==> config.mk <==
export PLATFORM = sky130hd
export DESIGN_NAME = nsr_top
export DESIGN_NICKNAME = d
export VERILOG_FILES = /design/src/inc/nsr_pkg.sv /design/src/core/nsr_perm_check.sv /design/src/core/nsr_axi_slave.sv /design/src/core/nsr_top.sv
export VERILOG_INCLUDE_DIRS = /design/src /design/src/inc
export SDC_FILE = /design/constraint.sdc
export NUM_CORES = 1
export LEC_CHECK = 0
export BUFFER_PORTS_ARGS = -buffer_cell sky130_fd_sc_hd__buf_2
export CORE_ASPECT_RATIO = 2
export CORE_MARGIN = 2
export CORE_UTILIZATION = 25
export CTS_CLUSTER_SIZE = 24
export DETAILED_ROUTE_END_ITERATION = 16
export GPL_TIMING_DRIVEN = 1
export HOLD_SLACK_MARGIN = 0.06
export PLACE_DENSITY = 0.51
export SLEW_MARGIN = 25
export SYNTH_ARGS = -nofsm -noshare
export SYNTH_HDL_FRONTEND = slang
export SYNTH_SLANG_ARGS = --single-unit
==> constraint.sdc <==
create_clock -name clk_sys_in -period 11.8 [get_ports clk_sys_in]
set_clock_uncertainty 0.15 [all_clocks]
set_input_delay 1.18 -clock clk_sys_in [delete_from_list [all_inputs] [get_ports clk_sys_in]]
set_output_delay 1.18 -clock clk_sys_in [all_outputs]
set_load 0.005 [all_outputs]
==> src/inc/nsr_params.svh <==
// Offsets, field positions, reset values and bus codes of the block
`ifndef NSR_PARAMS_SVH
`define NSR_PARAMS_SVH
// ==================================================================
// Register offsets
`define NSR_CTL_OFS 12'h000
`define NSR_GRP_BASE 12'h080
`define NSR_PERM_BASE 12'hE00
`define NSR_SGIR_OFS 12'hF00
// ==================================================================
// Request word fields, control enable bit and fields per register
`define NSR_ID_LSB 0
`define NSR_ID_MSB 3
`define NSR_GSEL_BIT 15
`define NSR_LIST_LSB 16
`define NSR_LIST_MSB 23
`define NSR_FLT_LSB 24
`define NSR_FLT_MSB 25
`define NSR_CTL_EN_BIT 0
`define NSR_FLD_PER_REG 16
// ==================================================================
// Reset values and responses
`define NSR_CTL_RST 1'h0
`define NSR_PERM_RST 32'h0000_0000
`define NSR_GRP_RST 16'h0000
`define NSR_RESP_OKAY 2'h0
`define NSR_RESP_SLVERR 2'h2
`endif

==> src/inc/nsr_pkg.sv <==
// Types shared by the permission and request block
package nsr_pkg;
   // ===============================================================
   // Target filter modes
   typedef enum logic [1:0]
   {
      NSR_FLT_LIST = 2'h0,
      NSR_FLT_OTHERS = 2'h1,
      NSR_FLT_SELF = 2'h2,
      NSR_FLT_RSVD = 2'h3
   } nsr_filter_t;
   // Non-secure grants for one interrupt
   typedef struct packed {
      logic set_pend;
      logic sgi_gen;
      logic clr_pend;
      logic act_rd;
      logic tgt_rw;
   } nsr_grant_t;
   // One forwarded soft interrupt
   typedef struct packed {
      logic [3:0] id;
      logic [7:0] targets;
      logic [2:0] src;
   } nsr_sgi_t;
   // One register write handed from the bus slave
   typedef struct packed {
      logic [11:0] addr;
      logic [31:0] data;
      logic [3:0] strb;
      logic ns;
      logic [2:0] src;
   } nsr_wreq_t;
endpackage : nsr_pkg

==> src/core/nsr_perm_check.sv <==
// Non-secure grant decode for one permission level
`timescale 1ns/1ps
module nsr_perm_check
   import nsr_pkg::*;
(
   input wire logic [1:0] level_in,
   input wire logic group1_in,
   input wire logic ns_in,
   output nsr_grant_t grant_out
);
   // ===============================================================
   // Secure or Group 1 accesses pass; levels are cumulative
   always_comb
   begin
      if (!ns_in || group1_in)
      begin
         grant_out = '1; // [RQ3]
      end
      else
      begin
         grant_out.set_pend = (level_in >= 2'h1); // [RQ4] [RQ5]
         grant_out.sgi_gen = (level_in >= 2'h1); // [RQ6]
         grant_out.clr_pend = (level_in >= 2'h2); // [RQ7]
         grant_out.act_rd = (level_in >= 2'h2); // [RQ7]
         grant_out.tgt_rw = (level_in == 2'h3); // [RQ8]
      end
   end
endmodule : nsr_perm_check

==> src/core/nsr_axi_slave.sv <==
// AXI4-Lite slave front end: one write and one read in flight
`timescale 1ns/1ps
`include "nsr_params.svh"
module nsr_axi_slave
   import nsr_pkg::*;
(
   input wire logic clk_sys_in,
   input wire logic sys_rst_in,
   input wire logic awvalid_in,
   output logic awready_out,
   input wire logic [11:0] awaddr_in,
   input wire logic [2:0] awprot_in,
   input wire logic [2:0] src_cpu_in,
   input wire logic wvalid_in,
   output logic wready_out,
   input wire logic [31:0] wdata_in,
   input wire logic [3:0] wstrb_in,
   output logic bvalid_out,
   input wire logic bready_in,
   output logic [1:0] bresp_out,
   input wire logic arvalid_in,
   output logic arready_out,
   input wire logic [11:0] araddr_in,
   input wire logic [2:0] arprot_in,
   output logic rvalid_out,
   input wire logic rready_in,
   output logic [31:0] rdata_out,
   output logic [1:0] rresp_out,
   output nsr_wreq_t wreq_out,
   output logic wr_go_out,
   input wire logic wr_err_in,
   output logic [11:0] rd_addr_out,
   output logic rd_ns_out,
   output logic rd_go_out,
   input wire logic [31:0] rd_data_in,
   input wire logic rd_err_in
);
   logic aw_full_r;
   logic w_full_r;
   logic rd_pend_r;
   logic [11:0] aw_addr_r;
   logic aw_ns_r;
   logic [2:0] aw_src_r;
   logic [31:0] w_data_r;
   logic [3:0] w_strb_r;
   logic aw_take;
   logic w_take;
   assign aw_take = awvalid_in & awready_out;
   assign w_take = wvalid_in & wready_out;
   // Each half has its own process, so the struct is assembled here
   assign wreq_out = {aw_addr_r, w_data_r, w_strb_r, aw_ns_r, aw_src_r};
   // Both halves held and no response waiting
   assign wr_go_out = aw_full_r & w_full_r & ~bvalid_out;
   assign rd_go_out = rd_pend_r & ~rvalid_out;
   // ===============================================================
   // Write address; ready returns only after the response is taken
   always_ff @(posedge clk_sys_in)
   begin
      if (sys_rst_in)
      begin
         aw_full_r <= 1'b0;
         awready_out <= 1'b0;
      end
      else if (aw_take)
      begin
         aw_full_r <= 1'b1;
         awready_out <= 1'b0;
         aw_addr_r <= awaddr_in;
         aw_ns_r <= awprot_in[1];
         aw_src_r <= src_cpu_in;
      end
      else if (wr_go_out)
         aw_full_r <= 1'b0;
      else if (!aw_full_r && !bvalid_out)
         awready_out <= 1'b1;
   end
   // Write data, taken independently of the address
   always_ff @(posedge clk_sys_in)
   begin
      if (sys_rst_in)
      begin
         w_full_r <= 1'b0;
         wready_out <= 1'b0;
      end
      else if (w_take)
      begin
         w_full_r <= 1'b1;
         wready_out <= 1'b0;
         w_data_r <= wdata_in;
         w_strb_r <= wstrb_in;
      end
      else if (wr_go_out)
         w_full_r <= 1'b0;
      else if (!w_full_r && !bvalid_out)
         wready_out <= 1'b1;
   end
   // Write response
   always_ff @(posedge clk_sys_in)
   begin
      if (sys_rst_in)
      begin
         bvalid_out <= 1'b0;
         bresp_out <= `NSR_RESP_OKAY;
      end
      else if (wr_go_out)
      begin
         bvalid_out <= 1'b1;
         bresp_out <= wr_err_in ? `NSR_RESP_SLVERR : `NSR_RESP_OKAY;
      end
      else if (bready_in)
         bvalid_out <= 1'b0;
   end
   // Read address and data
   always_ff @(posedge clk_sys_in)
   begin
      if (sys_rst_in)
      begin
         rd_pend_r <= 1'b0;
         arready_out <= 1'b0;
         rvalid_out <= 1'b0;
         rdata_out <= 32'h0000_0000;
         rresp_out <= `NSR_RESP_OKAY;
      end
      else
      begin
         if (arvalid_in && arready_out)
         begin
            rd_pend_r <= 1'b1;
            arready_out <= 1'b0;
            rd_addr_out <= araddr_in;
            rd_ns_out <= arprot_in[1];
         end
         else if (!rd_pend_r && !rvalid_out)
            arready_out <= 1'b1;
         if (rd_go_out)
         begin
            rd_pend_r <= 1'b0;
            rvalid_out <= 1'b1;
            rdata_out <= rd_data_in;
            rresp_out <= rd_err_in ? `NSR_RESP_SLVERR : `NSR_RESP_OKAY;
         end
         else if (rready_in)
            rvalid_out <= 1'b0;
      end
   end
endmodule : nsr_axi_slave

==> src/core/nsr_top.sv <==
// Non-secure permission fields and soft interrupt request register
// Function
// RQ1 - Two-bit read-write permission per interrupt
// RQ2 - Non-configurable fields read zero, ignore writes
// RQ3 - Group 1 interrupts ignore permission field
// RQ4 - Level zero denies all Non-secure access
// RQ5 - Level one allows set-pending writes
// RQ6 - Level one allows Group 0 soft requests
// RQ7 - Level two adds clear-pending, active reads
// RQ8 - Level three adds processor-target access
// RQ9 - First register upper half reads zero
// RQ10 - Register index is interrupt number div 16
// RQ11 - Register n at E00 plus four n
// RQ12 - Requests dropped while forwarding disabled
// RQ13 - Request register shared by both states
// RQ14 - Group selector only with security extensions
// RQ15 - Request word field layout fixed
// RQ16 - Filter: list, others, self, reserved
// RQ17 - List bits pick interfaces; zero none
// RQ18 - Identifier names soft interrupt 0-15
// RQ19 - Non-secure request forwards only to Group 1; Group 0 targets also forwarded here at level one or above
//
// Chosen here: the AXI4-Lite interface to the registers.
`timescale 1ns/1ps
`include "nsr_params.svh"
module nsr_top
   import nsr_pkg::*;
#(
   parameter int NUM_INT = 64,
   parameter int NUM_CPU = 8,
   parameter bit SEC_EXT = 1'b1
)
(
   input wire logic clk_sys_in,
   input wire logic sys_rst_in,
   input wire logic awvalid_in,
   output logic awready_out,
   input wire logic [11:0] awaddr_in,
   input wire logic [2:0] awprot_in,
   input wire logic [2:0] src_cpu_in,
   input wire logic wvalid_in,
   output logic wready_out,
   input wire logic [31:0] wdata_in,
   input wire logic [3:0] wstrb_in,
   output logic bvalid_out,
   input wire logic bready_in,
   output logic [1:0] bresp_out,
   input wire logic arvalid_in,
   output logic arready_out,
   input wire logic [11:0] araddr_in,
   input wire logic [2:0] arprot_in,
   output logic rvalid_out,
   input wire logic rready_in,
   output logic [31:0] rdata_out,
   output logic [1:0] rresp_out,
   input wire logic [9:0] query_id_in,
   input wire logic query_group1_in,
   input wire logic query_ns_in,
   output nsr_grant_t query_grant_out,
   output logic sgi_valid_out,
   output nsr_sgi_t sgi_out
);
   localparam int NUM_REG = NUM_INT / `NSR_FLD_PER_REG;

   // ===============================================================
   // Storage
   logic [31:0] perm_r [NUM_REG];
   logic [15:0] grp_r [NUM_CPU];
   logic fwd_en_r;
   nsr_wreq_t wreq;
   logic wr_go;
   logic wr_err;
   logic [11:0] rd_addr;
   logic rd_ns;
   logic [31:0] rd_data;
   logic rd_err;

   // ===============================================================
   // Functions
   // Bits of register idx that hold a configurable field
   function automatic logic [31:0] impl_mask(input int idx);
      int m;
      logic [31:0] msk;
      msk = 32'h0000_0000;
      for (int f = 0; f < `NSR_FLD_PER_REG; f++)
      begin
         m = idx * `NSR_FLD_PER_REG + f; // [RQ10]
         // Low soft interrupts and shared ones only [RQ2] [RQ9]
         if ((m < 8) || ((m >= 32) && (m < NUM_INT)))
            msk[2*f +: 2] = 2'h3;
      end
      return msk;
   endfunction : impl_mask

   // Byte-lane merge restricted to implemented bits
   function automatic logic [31:0] merge(input logic [31:0] old_v,
      input logic [31:0] new_v, input logic [3:0] strb,
      input logic [31:0] msk);
      logic [31:0] be;
      be = {{8{strb[3]}}, {8{strb[2]}}, {8{strb[1]}}, {8{strb[0]}}};
      return (old_v & ~(be & msk)) | (new_v & be & msk);
   endfunction : merge

   // Permission register index for a byte offset, or -1
   function automatic int perm_index(input logic [11:0] addr);
      int ofs;
      ofs = int'(addr) - int'(`NSR_PERM_BASE);
      if ((ofs >= 0) && (ofs < 4 * NUM_REG) && (addr[1:0] == 2'h0))
         return ofs / 4; // [RQ11]
      return -1;
   endfunction : perm_index

   // Group register index for a byte offset, or -1
   function automatic int grp_index(input logic [11:0] addr);
      int ofs;
      ofs = int'(addr) - int'(`NSR_GRP_BASE);
      if ((ofs >= 0) && (ofs < 4 * NUM_CPU) && (addr[1:0] == 2'h0))
         return ofs / 4;
      return -1;
   endfunction : grp_index

   // Permission level of interrupt m; zero beyond the array
   function automatic logic [1:0] perm_level(input logic [9:0] m);
      logic [31:0] word;
      int idx;
      idx = int'(m) / `NSR_FLD_PER_REG; // [RQ10]
      if (idx >= NUM_REG)
         return 2'h0;
      word = perm_r[idx];
      return word[2 * (int'(m) % `NSR_FLD_PER_REG) +: 2];
   endfunction : perm_level

   // ===============================================================
   // Bus slave
   nsr_axi_slave u_slave (
      .clk_sys_in(clk_sys_in),
      .sys_rst_in(sys_rst_in),
      .awvalid_in(awvalid_in),
      .awready_out(awready_out),
      .awaddr_in(awaddr_in),
      .awprot_in(awprot_in),
      .src_cpu_in(src_cpu_in),
      .wvalid_in(wvalid_in),
      .wready_out(wready_out),
      .wdata_in(wdata_in),
      .wstrb_in(wstrb_in),
      .bvalid_out(bvalid_out),
      .bready_in(bready_in),
      .bresp_out(bresp_out),
      .arvalid_in(arvalid_in),
      .arready_out(arready_out),
      .araddr_in(araddr_in),
      .arprot_in(arprot_in),
      .rvalid_out(rvalid_out),
      .rready_in(rready_in),
      .rdata_out(rdata_out),
      .rresp_out(rresp_out),
      .wreq_out(wreq),
      .wr_go_out(wr_go),
      .wr_err_in(wr_err),
      .rd_addr_out(rd_addr),
      .rd_ns_out(rd_ns),
      .rd_go_out(),
      .rd_data_in(rd_data),
      .rd_err_in(rd_err)
   );

   // ===============================================================
   // Write decode
   logic is_ctl_w;
   logic is_sgir_w;
   int perm_wi;
   int grp_wi;
   assign is_ctl_w = (wreq.addr == `NSR_CTL_OFS);
   assign is_sgir_w = (wreq.addr == `NSR_SGIR_OFS);
   assign perm_wi = perm_index(wreq.addr);
   assign grp_wi = grp_index(wreq.addr);
   // Unmapped offsets answer with a slave error
   assign wr_err = !(is_ctl_w || is_sgir_w || (perm_wi >= 0)
                     || (grp_wi >= 0));

   // Permission fields: Secure writes only, masked per field
   always_ff @(posedge clk_sys_in)
   begin
      if (sys_rst_in)
      begin
         for (int i = 0; i < NUM_REG; i++)
            perm_r[i] <= `NSR_PERM_RST;
      end
      else if (wr_go && !wreq.ns && (perm_wi >= 0))
         perm_r[perm_wi] <= merge(perm_r[perm_wi], wreq.data, // [RQ1]
            wreq.strb, impl_mask(perm_wi)); // [RQ2] [RQ9]
   end

   // Per-interface soft interrupt group bits, Secure only
   always_ff @(posedge clk_sys_in)
   begin
      if (sys_rst_in)
      begin
         for (int c = 0; c < NUM_CPU; c++)
            grp_r[c] <= `NSR_GRP_RST;
      end
      else if (wr_go && !wreq.ns && (grp_wi >= 0))
         grp_r[grp_wi] <= 16'(merge({16'h0000, grp_r[grp_wi]},
            wreq.data, wreq.strb, 32'h0000_FFFF));
   end

   // Forwarding enable, Secure only
   always_ff @(posedge clk_sys_in)
   begin
      if (sys_rst_in)
         fwd_en_r <= `NSR_CTL_RST;
      else if (wr_go && !wreq.ns && is_ctl_w && wreq.strb[0])
         fwd_en_r <= wreq.data[`NSR_CTL_EN_BIT];
   end

   // ===============================================================
   // Read decode; request register is write-only and reads zero
   int perm_ri;
   int grp_ri;
   assign perm_ri = perm_index(rd_addr);
   assign grp_ri = grp_index(rd_addr);
   always_comb
   begin
      rd_data = 32'h0000_0000;
      rd_err = 1'b0;
      if (perm_ri >= 0)
      begin
         // Secure-only registers read zero to Non-secure
         if (!rd_ns)
            rd_data = perm_r[perm_ri]; // [RQ1]
      end
      else if (grp_ri >= 0)
      begin
         if (!rd_ns)
            rd_data = {16'h0000, grp_r[grp_ri]};
      end
      else if (rd_addr == `NSR_CTL_OFS)
      begin
         if (!rd_ns)
            rd_data = {31'h0000_0000, fwd_en_r};
      end
      else if (rd_addr != `NSR_SGIR_OFS)
         rd_err = 1'b1;
   end

   // ===============================================================
   // Soft interrupt request; one register for both states [RQ13]
   logic [3:0] req_id;
   logic [7:0] req_list;
   logic req_want1;
   nsr_filter_t req_flt;
   logic sgi_req;
   logic [7:0] filt_tgt;
   logic [7:0] fwd_tgt;
   logic [7:0] req_grp1;
   logic [1:0] sgi_lvl;
   nsr_grant_t sgi_grant;
   assign req_id = wreq.data[`NSR_ID_MSB:`NSR_ID_LSB]; // [RQ15] [RQ18]
   assign req_list = wreq.data[`NSR_LIST_MSB:`NSR_LIST_LSB]; // [RQ15]
   assign req_flt = nsr_filter_t'(wreq.data[`NSR_FLT_MSB:`NSR_FLT_LSB]);
   // Selector honoured only with the extensions present [RQ14]
   assign req_want1 = SEC_EXT & wreq.data[`NSR_GSEL_BIT];
   // Partial-lane writes are dropped so a torn word never fires
   assign sgi_req = wr_go && is_sgir_w && (wreq.strb == 4'hF);
   assign sgi_lvl = perm_level({6'h00, req_id});

   nsr_perm_check u_sgi_chk (
      .level_in(sgi_lvl),
      .group1_in(1'b0),
      .ns_in(wreq.ns),
      .grant_out(sgi_grant)
   );

   // Filter to a candidate target set
   always_comb
   begin
      unique case (req_flt)
         NSR_FLT_LIST: filt_tgt = req_list; // [RQ16] [RQ17]
         NSR_FLT_OTHERS: filt_tgt = ~(8'h01 << wreq.src); // [RQ16]
         NSR_FLT_SELF: filt_tgt = 8'h01 << wreq.src; // [RQ16]
         NSR_FLT_RSVD: filt_tgt = 8'h00;
      endcase
   end

   // Per-target group check
   always_comb
   begin
      fwd_tgt = 8'h00;
      req_grp1 = 8'h00;
      for (int c = 0; c < NUM_CPU; c++)
      begin
         req_grp1[c] = grp_r[c][req_id];
         if (wreq.ns)
            // Group 1 always; Group 0 only when granted [RQ6] [RQ19]
            fwd_tgt[c] = filt_tgt[c] & (grp_r[c][req_id]
                         | sgi_grant.sgi_gen);
         else
            fwd_tgt[c] = filt_tgt[c] & (grp_r[c][req_id] == req_want1);
      end
   end

   // Forwarded request pulse; no pulse while disabled, but sgi_out still latches each request
   always_ff @(posedge clk_sys_in)
   begin
      if (sys_rst_in)
      begin
         sgi_valid_out <= 1'b0;
         sgi_out <= '0;
      end
      else
      begin
         sgi_valid_out <= sgi_req && fwd_en_r && (fwd_tgt != 8'h00); // [RQ12]
         if (sgi_req)
         begin
            sgi_out.id <= req_id; // [RQ18]
            sgi_out.targets <= fwd_tgt;
            sgi_out.src <= wreq.src;
         end
      end
   end

   // ===============================================================
   // Grant query for the neighbouring pending, active, target logic
   nsr_grant_t q_grant;
   logic [1:0] q_lvl;
   assign q_lvl = perm_level(query_id_in);
   nsr_perm_check u_query_chk (
      .level_in(q_lvl),
      .group1_in(query_group1_in),
      .ns_in(query_ns_in),
      .grant_out(q_grant)
   );

   always_ff @(posedge clk_sys_in)
   begin
      if (sys_rst_in)
         query_grant_out <= '0;
      else
         query_grant_out <= q_grant; // [RQ3] [RQ4] [RQ8]
   end
endmodule : nsr_top

==> impl_metrics.json, run 1 <==
{
  "start_util_pct": 25.24,
  "met2RoutedLength_um": 44110,
  "die_area_um2": 90470,
  "p_leak_nw": 8.961,
  "nNetsFinal": 2070,
  "grt_max_degree": 65,
  "postRouteAntennaNets": 0,
  "die_height_um": 423.4,
  "max_freq_ghz": 0.1792,
  "timing.critical_path.mode_cell": "ha_1",
  "clock_tree.root_cell": "clkbuf_16",
  "slew_limit_fails": 0,
  "postSynthCellCount": 1873,
  "postCtsSetupRepairBufs": 0,
  "cts_hold_repair.buffers": 0,
  "timing.critical_path.to_type": "register",
  "diodes": 0,
  "yosys.cell_types.count": 77,
  "synth_edf_count": 321,
  "io_pins": 150,
  "cts_tree": "done",
  "crit_slowest_cell": "nand2_1",
  "timing.hold.worst.class": "register to register",
  "timing.critical_path.cells": "or4_1 -> nor3_1 -> ha_1 -> ha_1 -> buf_4 -> inv_1 -> nor2_2 -> nand3_1 -> nand2_1",
  "ys.flop_type": "edfxtp_1",
  "drt_pre_antenna_iters": 5,
  "avgViaCountPerCell": 5.214,
  "core_um2": 87100,
  "power_per_cell_area_nw_per_um2": 122.0,
  "outcome": "finished, final reports clean",
  "synth_seq_cells": 383,
  "via_count_of_the_first_global_routing_pass": 16980,
  "synth.avg_cell_area_um2": 11.74,
  "globalRoute.totalOverflow": 0,
  "cts_max_path_buffers": 3,
  "worst-endpoint-required_ns": 11.84,
  "final_common_cell": "edfxtp_1",
  "finalSetupViolCount": 0,
  "ir_drop_v": 0.0001251,
  "placed_cells_incl_taps": 3072,
  "finalWeightedCongestion": 0.8716,
  "crit_path_max_fanout": 31,
  "numPortBuffers": 143,
  "final_cell_mix": "321 x edfxtp_1, 234 x nor2_1, 148 x nand2_1",
  "yosys_warning_total": 0,
  "whs_ns": 0.3130,
  "clock_latency_ns": 0.58,
  "timing.final.crit_share_pct": 47.29,
  "layout-area-overhead-vs-synth_pct": 14.24,
  "reg2reg_slack_ns": 6.22,
  "stdcell_count": 3140,
  "post-dp-hpwl_um": 59720,
  "cts.sinks": 383,
  "drt-initial-drc-count": 1336,
  "netlist_area_before_placement_um2": 21980,
  "synth.yosys.seq_area_share_pct": 49.49,
  "cts.htree.levels": 2,
  "max_slew_margin_pct": 29.19,
  "via_count": 16370,
  "post_route_cells_drive_above_1_share_pct": 21.79,
  "routedLengthMet1_um": 26780,
  "critical_path.max_stage_delay_ns": 1.03,
  "setup_total_negative_slack_ns": 0,
  "global_route_wire_length_before_repair_um": 117000,
  "finalHoldViolCount": 0,
  "grt_antenna_before_repair": 0,
  "postLayoutCoreUtil_pct": 28.83,
  "postCtsResizedCells": 0,
  "floorplan.die.width_um": 213.7,
  "startpoint_kind_of_the_worst_setup_timing_path": "register",
  "timing.setup.critical_path_class": "register to register",
  "core_rows": 153,
  "detail_route.drc_violations": 0,
  "max_cap_viols": 0,
  "globalRouteTotalUtil_pct": 17.87,
  "cts_made_buffers": 37,
  "unrepaired_setup_endpoints_after_global_routing": "false",
  "routed.top_layer": "met4",
  "clock_transition_at_the_registers_of_the_reported_paths_ns": 0.06,
  "period_minus_ws_final_ns": 5.581,
  "total_routed_wirelength_um": 81480,
  "tightest_slew_ns": 1.062,
  "route.detailed.wl_per_inst_um": 25.95,
  "detailed_route_wirelength_on_metal3_um": 3923,
  "async_flop_share_pct": 0,
  "timing.critical_path.arrival_ns": 5.62
}
## state kept, by name (all words and copies together), names as in the netlist, 3 cells and up
signal	count
sgi_out	15
u_slave.aw_src_r	3
query_grant_out	3
perm_r	128
u_slave.rdata_out	32
u_slave.w_strb_r	4
grp_r	128
u_slave.w_data_r	32
u_slave.aw_addr_r	12
u_slave.rd_addr_out	12
## worst paths after layout
kind / from / to / depth (start not counted)
max: u_slave.aw_addr_r[9] / grp_r[3][6] / 9
min: u_slave.rdata_out[19] / u_slave.rdata_out[19] / 1
max reg2reg: u_slave.aw_addr_r[9] / grp_r[3][6] / 9
min reg2reg: u_slave.rdata_out[19] / u_slave.rdata_out[19] / 1
## synthesized netlist by cell type, types with 19 or more instances
| library cell | instances | area (µm²) |
|---|---|---|
| nor2_1 | 238 | 893.4 |
| edfxtp_1 | 321 | 9639 |
| nand2_1 | 148 | 555.5 |
| a211oi_1 | 34 | 255.2 |
| mux2_2 | 50 | 563.0 |
| a211o_1 | 19 | 166.4 |
| ha_1 | 33 | 412.9 |
| mux2i_1 | 122 | 1221 |
| nand3_1 | 35 | 175.2 |
| clkbuf_1 | 102 | 382.9 |
| o21ai_0 | 49 | 245.2 |
| inv_1 | 34 | 127.6 |
| a22oi_1 | 37 | 277.8 |
| a21oi_1 | 27 | 135.1 |
| and2_1 | 68 | 425.4 |
| a31oi_1 | 19 | 118.9 |
| nor2b_1 | 86 | 538.0 |
| dfxtp_1 | 62 | 1241 |
| mux4_2 | 108 | 2432 |
| buf_2 | 23 | 115.1 |
## power by group
part / total [mW] / internal [mW] / leakage [nW] / switching, mW
clock network: 1.24 / 0.681 / 0.579 / 0.558
registers: 1.55 / 1.51 / 3.74 / 0.0458
logic: 0.273 / 0.111 / 4.65 / 0.163
## kinds of logic after synthesis
kind of cell               after synthesis  synth area share, %
DFF                                    383                49.49
adders and majority gates               33                1.878
xor gates and xnor gates                16               0.6374
muxes                                  285                19.50
buffers and inverters                  179                3.375
and+or+nand+nor                        666                14.52
AOI/OAI and AO/OA                      310                10.57
other                                    1              0.01706
## cell type report
cell class              instances  area [µm²]
repair buffers                180       993.5
well taps                    1162        1454
clock buffers                  54        1072
clock inverters                14       136.4
multi-input cells            1312       10450
fillers                      8922       61990
inverters                      35       131.4
flip-flops and latches        383       10880
## per-layer routing
| metal | GRT usage [%] | vias to the layer above |
|---|---|---|
| met3 | 2.166 | 236 |
| met4 | 13.07 | 0 |
| li1 | - | 7208 |
| met1 | 17.49 | 8294 |
| met5 | 0 | - |
| met2 | 33.74 | 634 |
## stage by stage
step           worst slack, ns  power, mW  instance area, µm²
3_5_place_dp             6.271      1.854               23900
4_1_cts                  6.265      3.088               25110
6_report                 6.219      3.064               25110
5_1_grt                  6.035      3.150               25110
2_1_floorplan            7.775      1.734               21990
3_3_place_gp             6.058      1.849               23900
## critical path, delay by kind of cell (launching register included)
family                   cells  cell delay [ns]
flip-flops                   1             0.55
AND/OR/NAND/NOR              5             3.58
buffers and inverters        2             0.55
adder cells (fa/ha/maj)      2             0.36
No activity file was read; power rests on OpenSTA's default activity.
==> run 2, diff against run 1 <==
--- a/config.mk
+++ b/config.mk
@@ -14,7 +14,7 @@
 export DETAILED_ROUTE_END_ITERATION = 16
 export GPL_TIMING_DRIVEN = 1
 export HOLD_SLACK_MARGIN = 0.06
-export PLACE_DENSITY = 0.51
+export PLACE_DENSITY = 0.52
 export SLEW_MARGIN = 25
 export SYNTH_ARGS = -nofsm -noshare
 export SYNTH_HDL_FRONTEND = slang
==> constraint.sdc (replaced) <==
create_clock -name clk_sys_in -period 4.55 [get_ports clk_sys_in]
set_clock_uncertainty 0.15 [all_clocks]
set_input_delay 0.455 -clock clk_sys_in [delete_from_list [all_inputs] [get_ports clk_sys_in]]
set_output_delay 0.455 -clock clk_sys_in [all_outputs]
set_load 0.005 [all_outputs]
==> impl_metrics.json, run 2 (synthesis results as in run 1) <==
{
  "cts_max_path_buffers": 3,
  "part_of_the_power_in_combinational_logic_pct": 9.8,
  "die_height_um": 423.4,
  "nNetsFinal": 2182,
  "postRouteAntennaNets": 0,
  "layout-area-overhead-vs-synth_pct": 19.89,
  "drt-initial-drc-count": 1613,
  "globalRouteTotalUtil_pct": 19.00,
  "post-dp-hpwl_um": 62080,
  "io_pins": 150,
  "reg2reg_slack_ns": 0.12,
  "clock_latency_ns": 0.59,
  "post_route_cells_drive_above_1_share_pct": 22.58,
  "power_per_cell_area_nw_per_um2": 310.0,
  "ir_drop_v": 0.0002414,
  "power_report.internal_total_mw": 6.116,
  "p_leak_nw": 9.555,
  "numPortBuffers": 143,
  "via_count_of_the_first_global_routing_pass": 17930,
  "worst-endpoint-required_ns": 4.70,
  "via_count": 17190,
  "total_routed_wirelength_um": 86790,
  "max_freq_ghz": 0.2259,
  "dpl_cell_area_um2": 24350,
  "finalHoldViolCount": 0,
  "postLayoutCoreUtil_pct": 30.26,
  "unrepaired_setup_endpoints_after_global_routing": "true",
  "timing.setup.critical_path_class": "register to register",
  "avgViaCountPerCell": 5.283,
  "floorplan.die.width_um": 213.7,
  "max_cap_viols": 0,
  "timing.hold.worst.class": "input pin to register",
  "layout_top_registers": "grp_r: 128 flops, perm_r: 128 flops",
  "total_power_mw": 8.170,
  "detail_route.drc_violations": 0,
  "outcome": "finished, final reports clean",
  "global_route_wire_length_before_repair_um": 123100,
  "globalRoute.totalOverflow": 0,
  "tightest_slew_ns": 1.066,
  "finalSetupViolCount": 0,
  "cts.sinks": 383,
  "setup_slack_ns": 0.1232,
  "die_area_um2": 90470,
  "share_seq_of_total_power_pct": 49.3,
  "timing.critical_path.arrival_ns": 4.57,
  "route.detailed.wl_per_inst_um": 26.68,
  "final_common_cell": "edfxtp_1",
  "power.net_switching_mw": 2.054,
  "slew_limit_fails": 0,
  "stdcell_area_um2": 26360,
  "timing.final.crit_share_pct": 97.29,
  "clock_transition_at_the_registers_of_the_reported_paths_ns": 0.07,
  "grt_max_degree": 65,
  "cts_made_buffers": 37,
  "timing.critical_path.to_type": "register",
  "core_rows": 153,
  "max_slew_margin_pct": 28.91,
  "clock_tree.root_cell": "clkbuf_16",
  "start_util_pct": 25.24,
  "crit_path_max_fanout": 11,
  "core_um2": 87100,
  "place_worst_setup_slack_ns": 0.1634,
  "final_cell_mix": "321 x edfxtp_1, 237 x nor2_1, 148 x nand2_1",
  "cts.htree.levels": 2,
  "grt_antenna_before_repair": 1,
  "netSwitchingFraction_pct": 25.14,
  "drt_pre_antenna_iters": 5,
  "period_minus_ws_final_ns": 4.427,
  "cts_tree": "done",
  "share_clk_of_total_power_pct": 40.9,
  "startpoint_kind_of_the_worst_setup_timing_path": "register",
  "finalWeightedCongestion": 0.8811
}
-- run 2: area by class of cell --
cell class                 count  area, µm²
fill                        8838      60750
sequential                   383      10880
multi-input combinational   1312      10430
timing repair buffer         292       2190
tap                         1162       1454
clock buffer                  47       1036
clock inverter                21      229.0
inverter                      35      131.4
antenna                        1      2.502
-- run 2: timing repair --
item,4_1_cts,5_1_grt
endpoints found under the setup margin,0,82
hold endpoints to repair,73,0
hold buffers,72,0
setup buffers,0,1
gates resized for setup,0,0
-- run 2: power by group through the flow --
stage	clock (mW)	combinational (mW)	sequential, mW
2_1_floorplan	0	0.459	4.04
3_3_place_gp	0	0.746	4.09
3_5_place_dp	0	0.752	4.10
4_1_cts	3.41	0.804	4.02
5_1_grt	3.51	0.847	4.03
6_report	3.34	0.803	4.02
-- run 2: metal layers --
layer | part of all wire (%) | vias to the layer above | routed length [µm] | global-route usage (%)
met5 | 0 | - | 0 | 0
met4 | 9.1 | 0 | 7930 | 15.60
met3 | 4.8 | 293 | 4138 | 2.374
met2 | 53 | 726 | 46280 | 35.08
met1 | 33 | 8730 | 28440 | 18.55
li1 | - | 7437 | - | -
-- run 2: worst paths after layout --
check / from / to / cells after the start
setup reg to reg: u_slave.aw_addr_r[9] / perm_r[2][19] / 13
setup / recovery: u_slave.aw_addr_r[9] / perm_r[2][19] / 13
hold / removal: query_id_in[7] / query_grant_out[4] / 5
hold reg to reg: u_slave.rdata_out[22] / u_slave.rdata_out[22] / 1
-- run 2: stage by stage --
step	std cells	TNS (ns)	hold slack, ns
after floorplan	1874	0	0.2902
final	3253	0	0.1023
after CTS	3251	0	0.08463
after global routing	3253	-8.242	0.1403
after detailed placement	3111	0	0.3032
after global placement	3111	0	0.3046
-- run 2: critical path, cell delays in order, from the launching register on --
cell and delay (ns):
edfxtp_1 0.54, a31oi_1 0.23, ha_1 0.24, ha_1 0.23
nand2_1 0.14, nand4b_1 0.22, ha_1 0.29, nand3b_1 0.08
nor3_1 0.18, o211ai_1 0.21, o31ai_1 0.48, nand2_1 0.53
mux2_2 0.47, nor2b_1 0.14
==> run 3, diff against run 2 <==
--- a/config.mk
+++ b/config.mk
@@ -6,15 +6,15 @@
 export SDC_FILE = /design/constraint.sdc
 export NUM_CORES = 1
 export LEC_CHECK = 0
-export BUFFER_PORTS_ARGS = -buffer_cell sky130_fd_sc_hd__buf_2
 export CORE_ASPECT_RATIO = 2
 export CORE_MARGIN = 2
 export CORE_UTILIZATION = 25
 export CTS_CLUSTER_SIZE = 24
 export DETAILED_ROUTE_END_ITERATION = 16
+export DONT_BUFFER_PORTS = 1
 export GPL_TIMING_DRIVEN = 1
 export HOLD_SLACK_MARGIN = 0.06
-export PLACE_DENSITY = 0.52
+export PLACE_DENSITY = 0.51
 export SLEW_MARGIN = 25
 export SYNTH_ARGS = -nofsm -noshare
 export SYNTH_HDL_FRONTEND = slang
==> impl_metrics.json, run 3 (synthesis results as in run 1) <==
{
  "start_util_pct": 25.24,
  "share_clk_of_total_power_pct": 40.2,
  "clock_tree.root_cell": "clkbuf_16",
  "drt-initial-drc-count": 1279,
  "max_cap_viols": 0,
  "numPortBuffers": 0,
  "met2RoutedLength_um": 45840,
  "final_common_cell": "edfxtp_1",
  "startpoint_kind_of_the_worst_setup_timing_path": "register",
  "max_slew_margin_pct": 30.65,
  "placed_cells_incl_taps": 2967,
  "part_of_the_power_in_combinational_logic_pct": 9.1,
  "routedLengthMet1_um": 26170,
  "die_height_um": 423.4,
  "io_pins": 150,
  "tightest_slew_ns": 1.040,
  "power.net_switching_mw": 2.001,
  "stdcell_count": 3115,
  "timing.hold.worst.class": "input pin to register",
  "drt_pre_antenna_iters": 7,
  "detail_route.drc_violations": 0,
  "post_route_cells_drive_above_1_share_pct": 16.68,
  "postCtsResizedCells": 0,
  "via_count": 16370,
  "p_leak_nw": 8.879,
  "grt_antenna_before_repair": 3,
  "core_rows": 153,
  "finalSetupViolCount": 0,
  "crit_path_max_fanout": 16,
  "nNetsFinal": 2042,
  "route.detailed.wl_per_inst_um": 26.71,
  "global_route_wire_length_before_repair_um": 119200,
  "cts.sinks": 383,
  "nFillCells": 8872,
  "slew_limit_fails": 0,
  "cts_max_path_buffers": 3,
  "share_seq_of_total_power_pct": 50.7,
  "grt_max_degree": 65,
  "setup_slack_ns": 0.3915,
  "avgViaCountPerCell": 5.254,
  "timing.final.crit_share_pct": 91.40,
  "netSwitchingFraction_pct": 25.20,
  "timing.critical_path.to_type": "register",
  "via_count_of_the_first_global_routing_pass": 17320,
  "post-dp-hpwl_um": 62170,
  "ir_drop_v": 0.0002693,
  "layout_top_registers": "grp_r: 128 flops, perm_r: 128 flops",
  "power_report.internal_total_mw": 5.940,
  "globalRoute.totalOverflow": 0,
  "cts_tree": "done",
  "stdcell_area_um2": 25590,
  "postCtsSetupRepairBufs": 0,
  "critical_path.max_stage_delay_ns": 0.50,
  "cts_made_buffers": 37,
  "detailed_route_wirelength_on_metal3_um": 4282,
  "cts.htree.levels": 2,
  "timing.critical_path.cells": "a31oi_1 -> ha_1 -> ha_1 -> nand2_1 -> nand4b_1 -> ha_1 -> nand3b_1 -> nor3_1 -> o211ai_1 -> o31ai_4 -> nand2_2 -> mux2_1 -> nor2b_1",
  "final_cell_mix": "321 x edfxtp_1, 236 x nor2_1, 148 x nand2_1",
  "max_freq_ghz": 0.2405,
  "postRouteAntennaNets": 0,
  "timing.setup.critical_path_class": "register to register",
  "finalWeightedCongestion": 0.8848,
  "period_minus_ws_final_ns": 4.158,
  "floorplan.die.width_um": 213.7,
  "outcome": "finished, final reports clean",
  "clock_transition_at_the_registers_of_the_reported_paths_ns": 0.07,
  "clock_latency_ns": 0.58,
  "crit_slowest_cell": "o31ai_4",
  "total_routed_wirelength_um": 83200,
  "dpl_cell_area_um2": 23630,
  "unrepaired_setup_endpoints_after_global_routing": "false",
  "worst-endpoint-required_ns": 4.68,
  "globalRouteTotalUtil_pct": 18.28,
  "layout-area-overhead-vs-synth_pct": 16.42,
  "power_per_cell_area_nw_per_um2": 310.3,
  "setup_total_negative_slack_ns": 0,
  "routed.top_layer": "met4",
  "die_area_um2": 90470,
  "place_worst_setup_slack_ns": 0.3645,
  "finalHoldViolCount": 0,
  "timing.critical_path.arrival_ns": 4.28,
  "timing.critical_path.mode_cell": "ha_1",
  "core_um2": 87100
}
==> run 3: changes by cell type in the layout (fill, tap and decap cells not counted), sizes merged, moves of 2 or more <==
cell,delta
buf,-144
diode,+4
dlygate4sd3,+4
inv,+3
bufinv,-2
clkbuf,-2
==> run 3: repair_timing <==
item                                   4_1_cts  5_1_grt
endpoints found under the hold margin       93        0
hold buffers                                77        0
setup endpoints to repair                    0        0
==> run 3: final timing paths <==
kind,start,endpoint,slack [ns],cells past startpoint
setup reg to reg,u_slave.aw_addr_r[11],perm_r[3][7],0.39,13
hold reg to reg,u_slave.w_full_r,u_slave.w_full_r,0.33,2
setup / recovery,u_slave.aw_addr_r[11],perm_r[3][7],0.39,13
hold / removal,sys_rst_in,u_slave.rdata_out[24],0.19,3
==> run 3: stage by stage <==
stage | util, % | power, mW | hold slack, ns
floorplan | - | 4.496 | 0.2902
global placement | 27.07 | 4.741 | 0.3145
detailed placement | 27.12 | 4.763 | 0.3222
CTS | 29.37 | 8.005 | 0.1724
global route | 29.38 | 8.172 | 0.1927
finish | 29.38 | 7.941 | 0.1863
==> run 3: critical path, delay by kind of cell, from the launching register on <==
family | cells | cell delay, ns
AND/OR/NAND/NOR | 6 | 1.13
adder cells (fa/ha/maj) | 3 | 0.79
flip-flops | 1 | 0.40
AO/OA/AOI/OAI | 3 | 0.90
multiplexers | 1 | 0.47
==> run 3: power by group through the flow <==
stage | Combinational [mW] | Clock, mW | Sequential, mW
3_3_place_gp | 0.647 | 0 | 4.09
6_report | 0.723 | 3.19 | 4.03
3_5_place_dp | 0.662 | 0 | 4.10
4_1_cts | 0.727 | 3.26 | 4.02
2_1_floorplan | 0.459 | 0 | 4.04
5_1_grt | 0.767 | 3.37 | 4.03
==> run 3: layout make-up <==
cell class / instances / area, µm² / share of cell area, %
Inverter: 35 / 131.4 / 0.5133
Clock buffer: 45 / 1007 / 3.935
Tap cell: 1162 / 1454 / 5.681
Antenna cell: 5 / 12.51 / 0.04889
Timing Repair Buffer: 152 / 1486 / 5.808
Clock inverter: 21 / 180.2 / 0.7040
Sequential cell: 383 / 10880 / 42.51
Multi-Input combinational cell: 1312 / 10440 / 40.80
==> run 3: routing by layer <==
layer	vias up	track usage, %
li1	7145	-
met1	8325	16.82
met2	644	35.46
met3	253	2.759
met4	0	13.11
met5	-	0
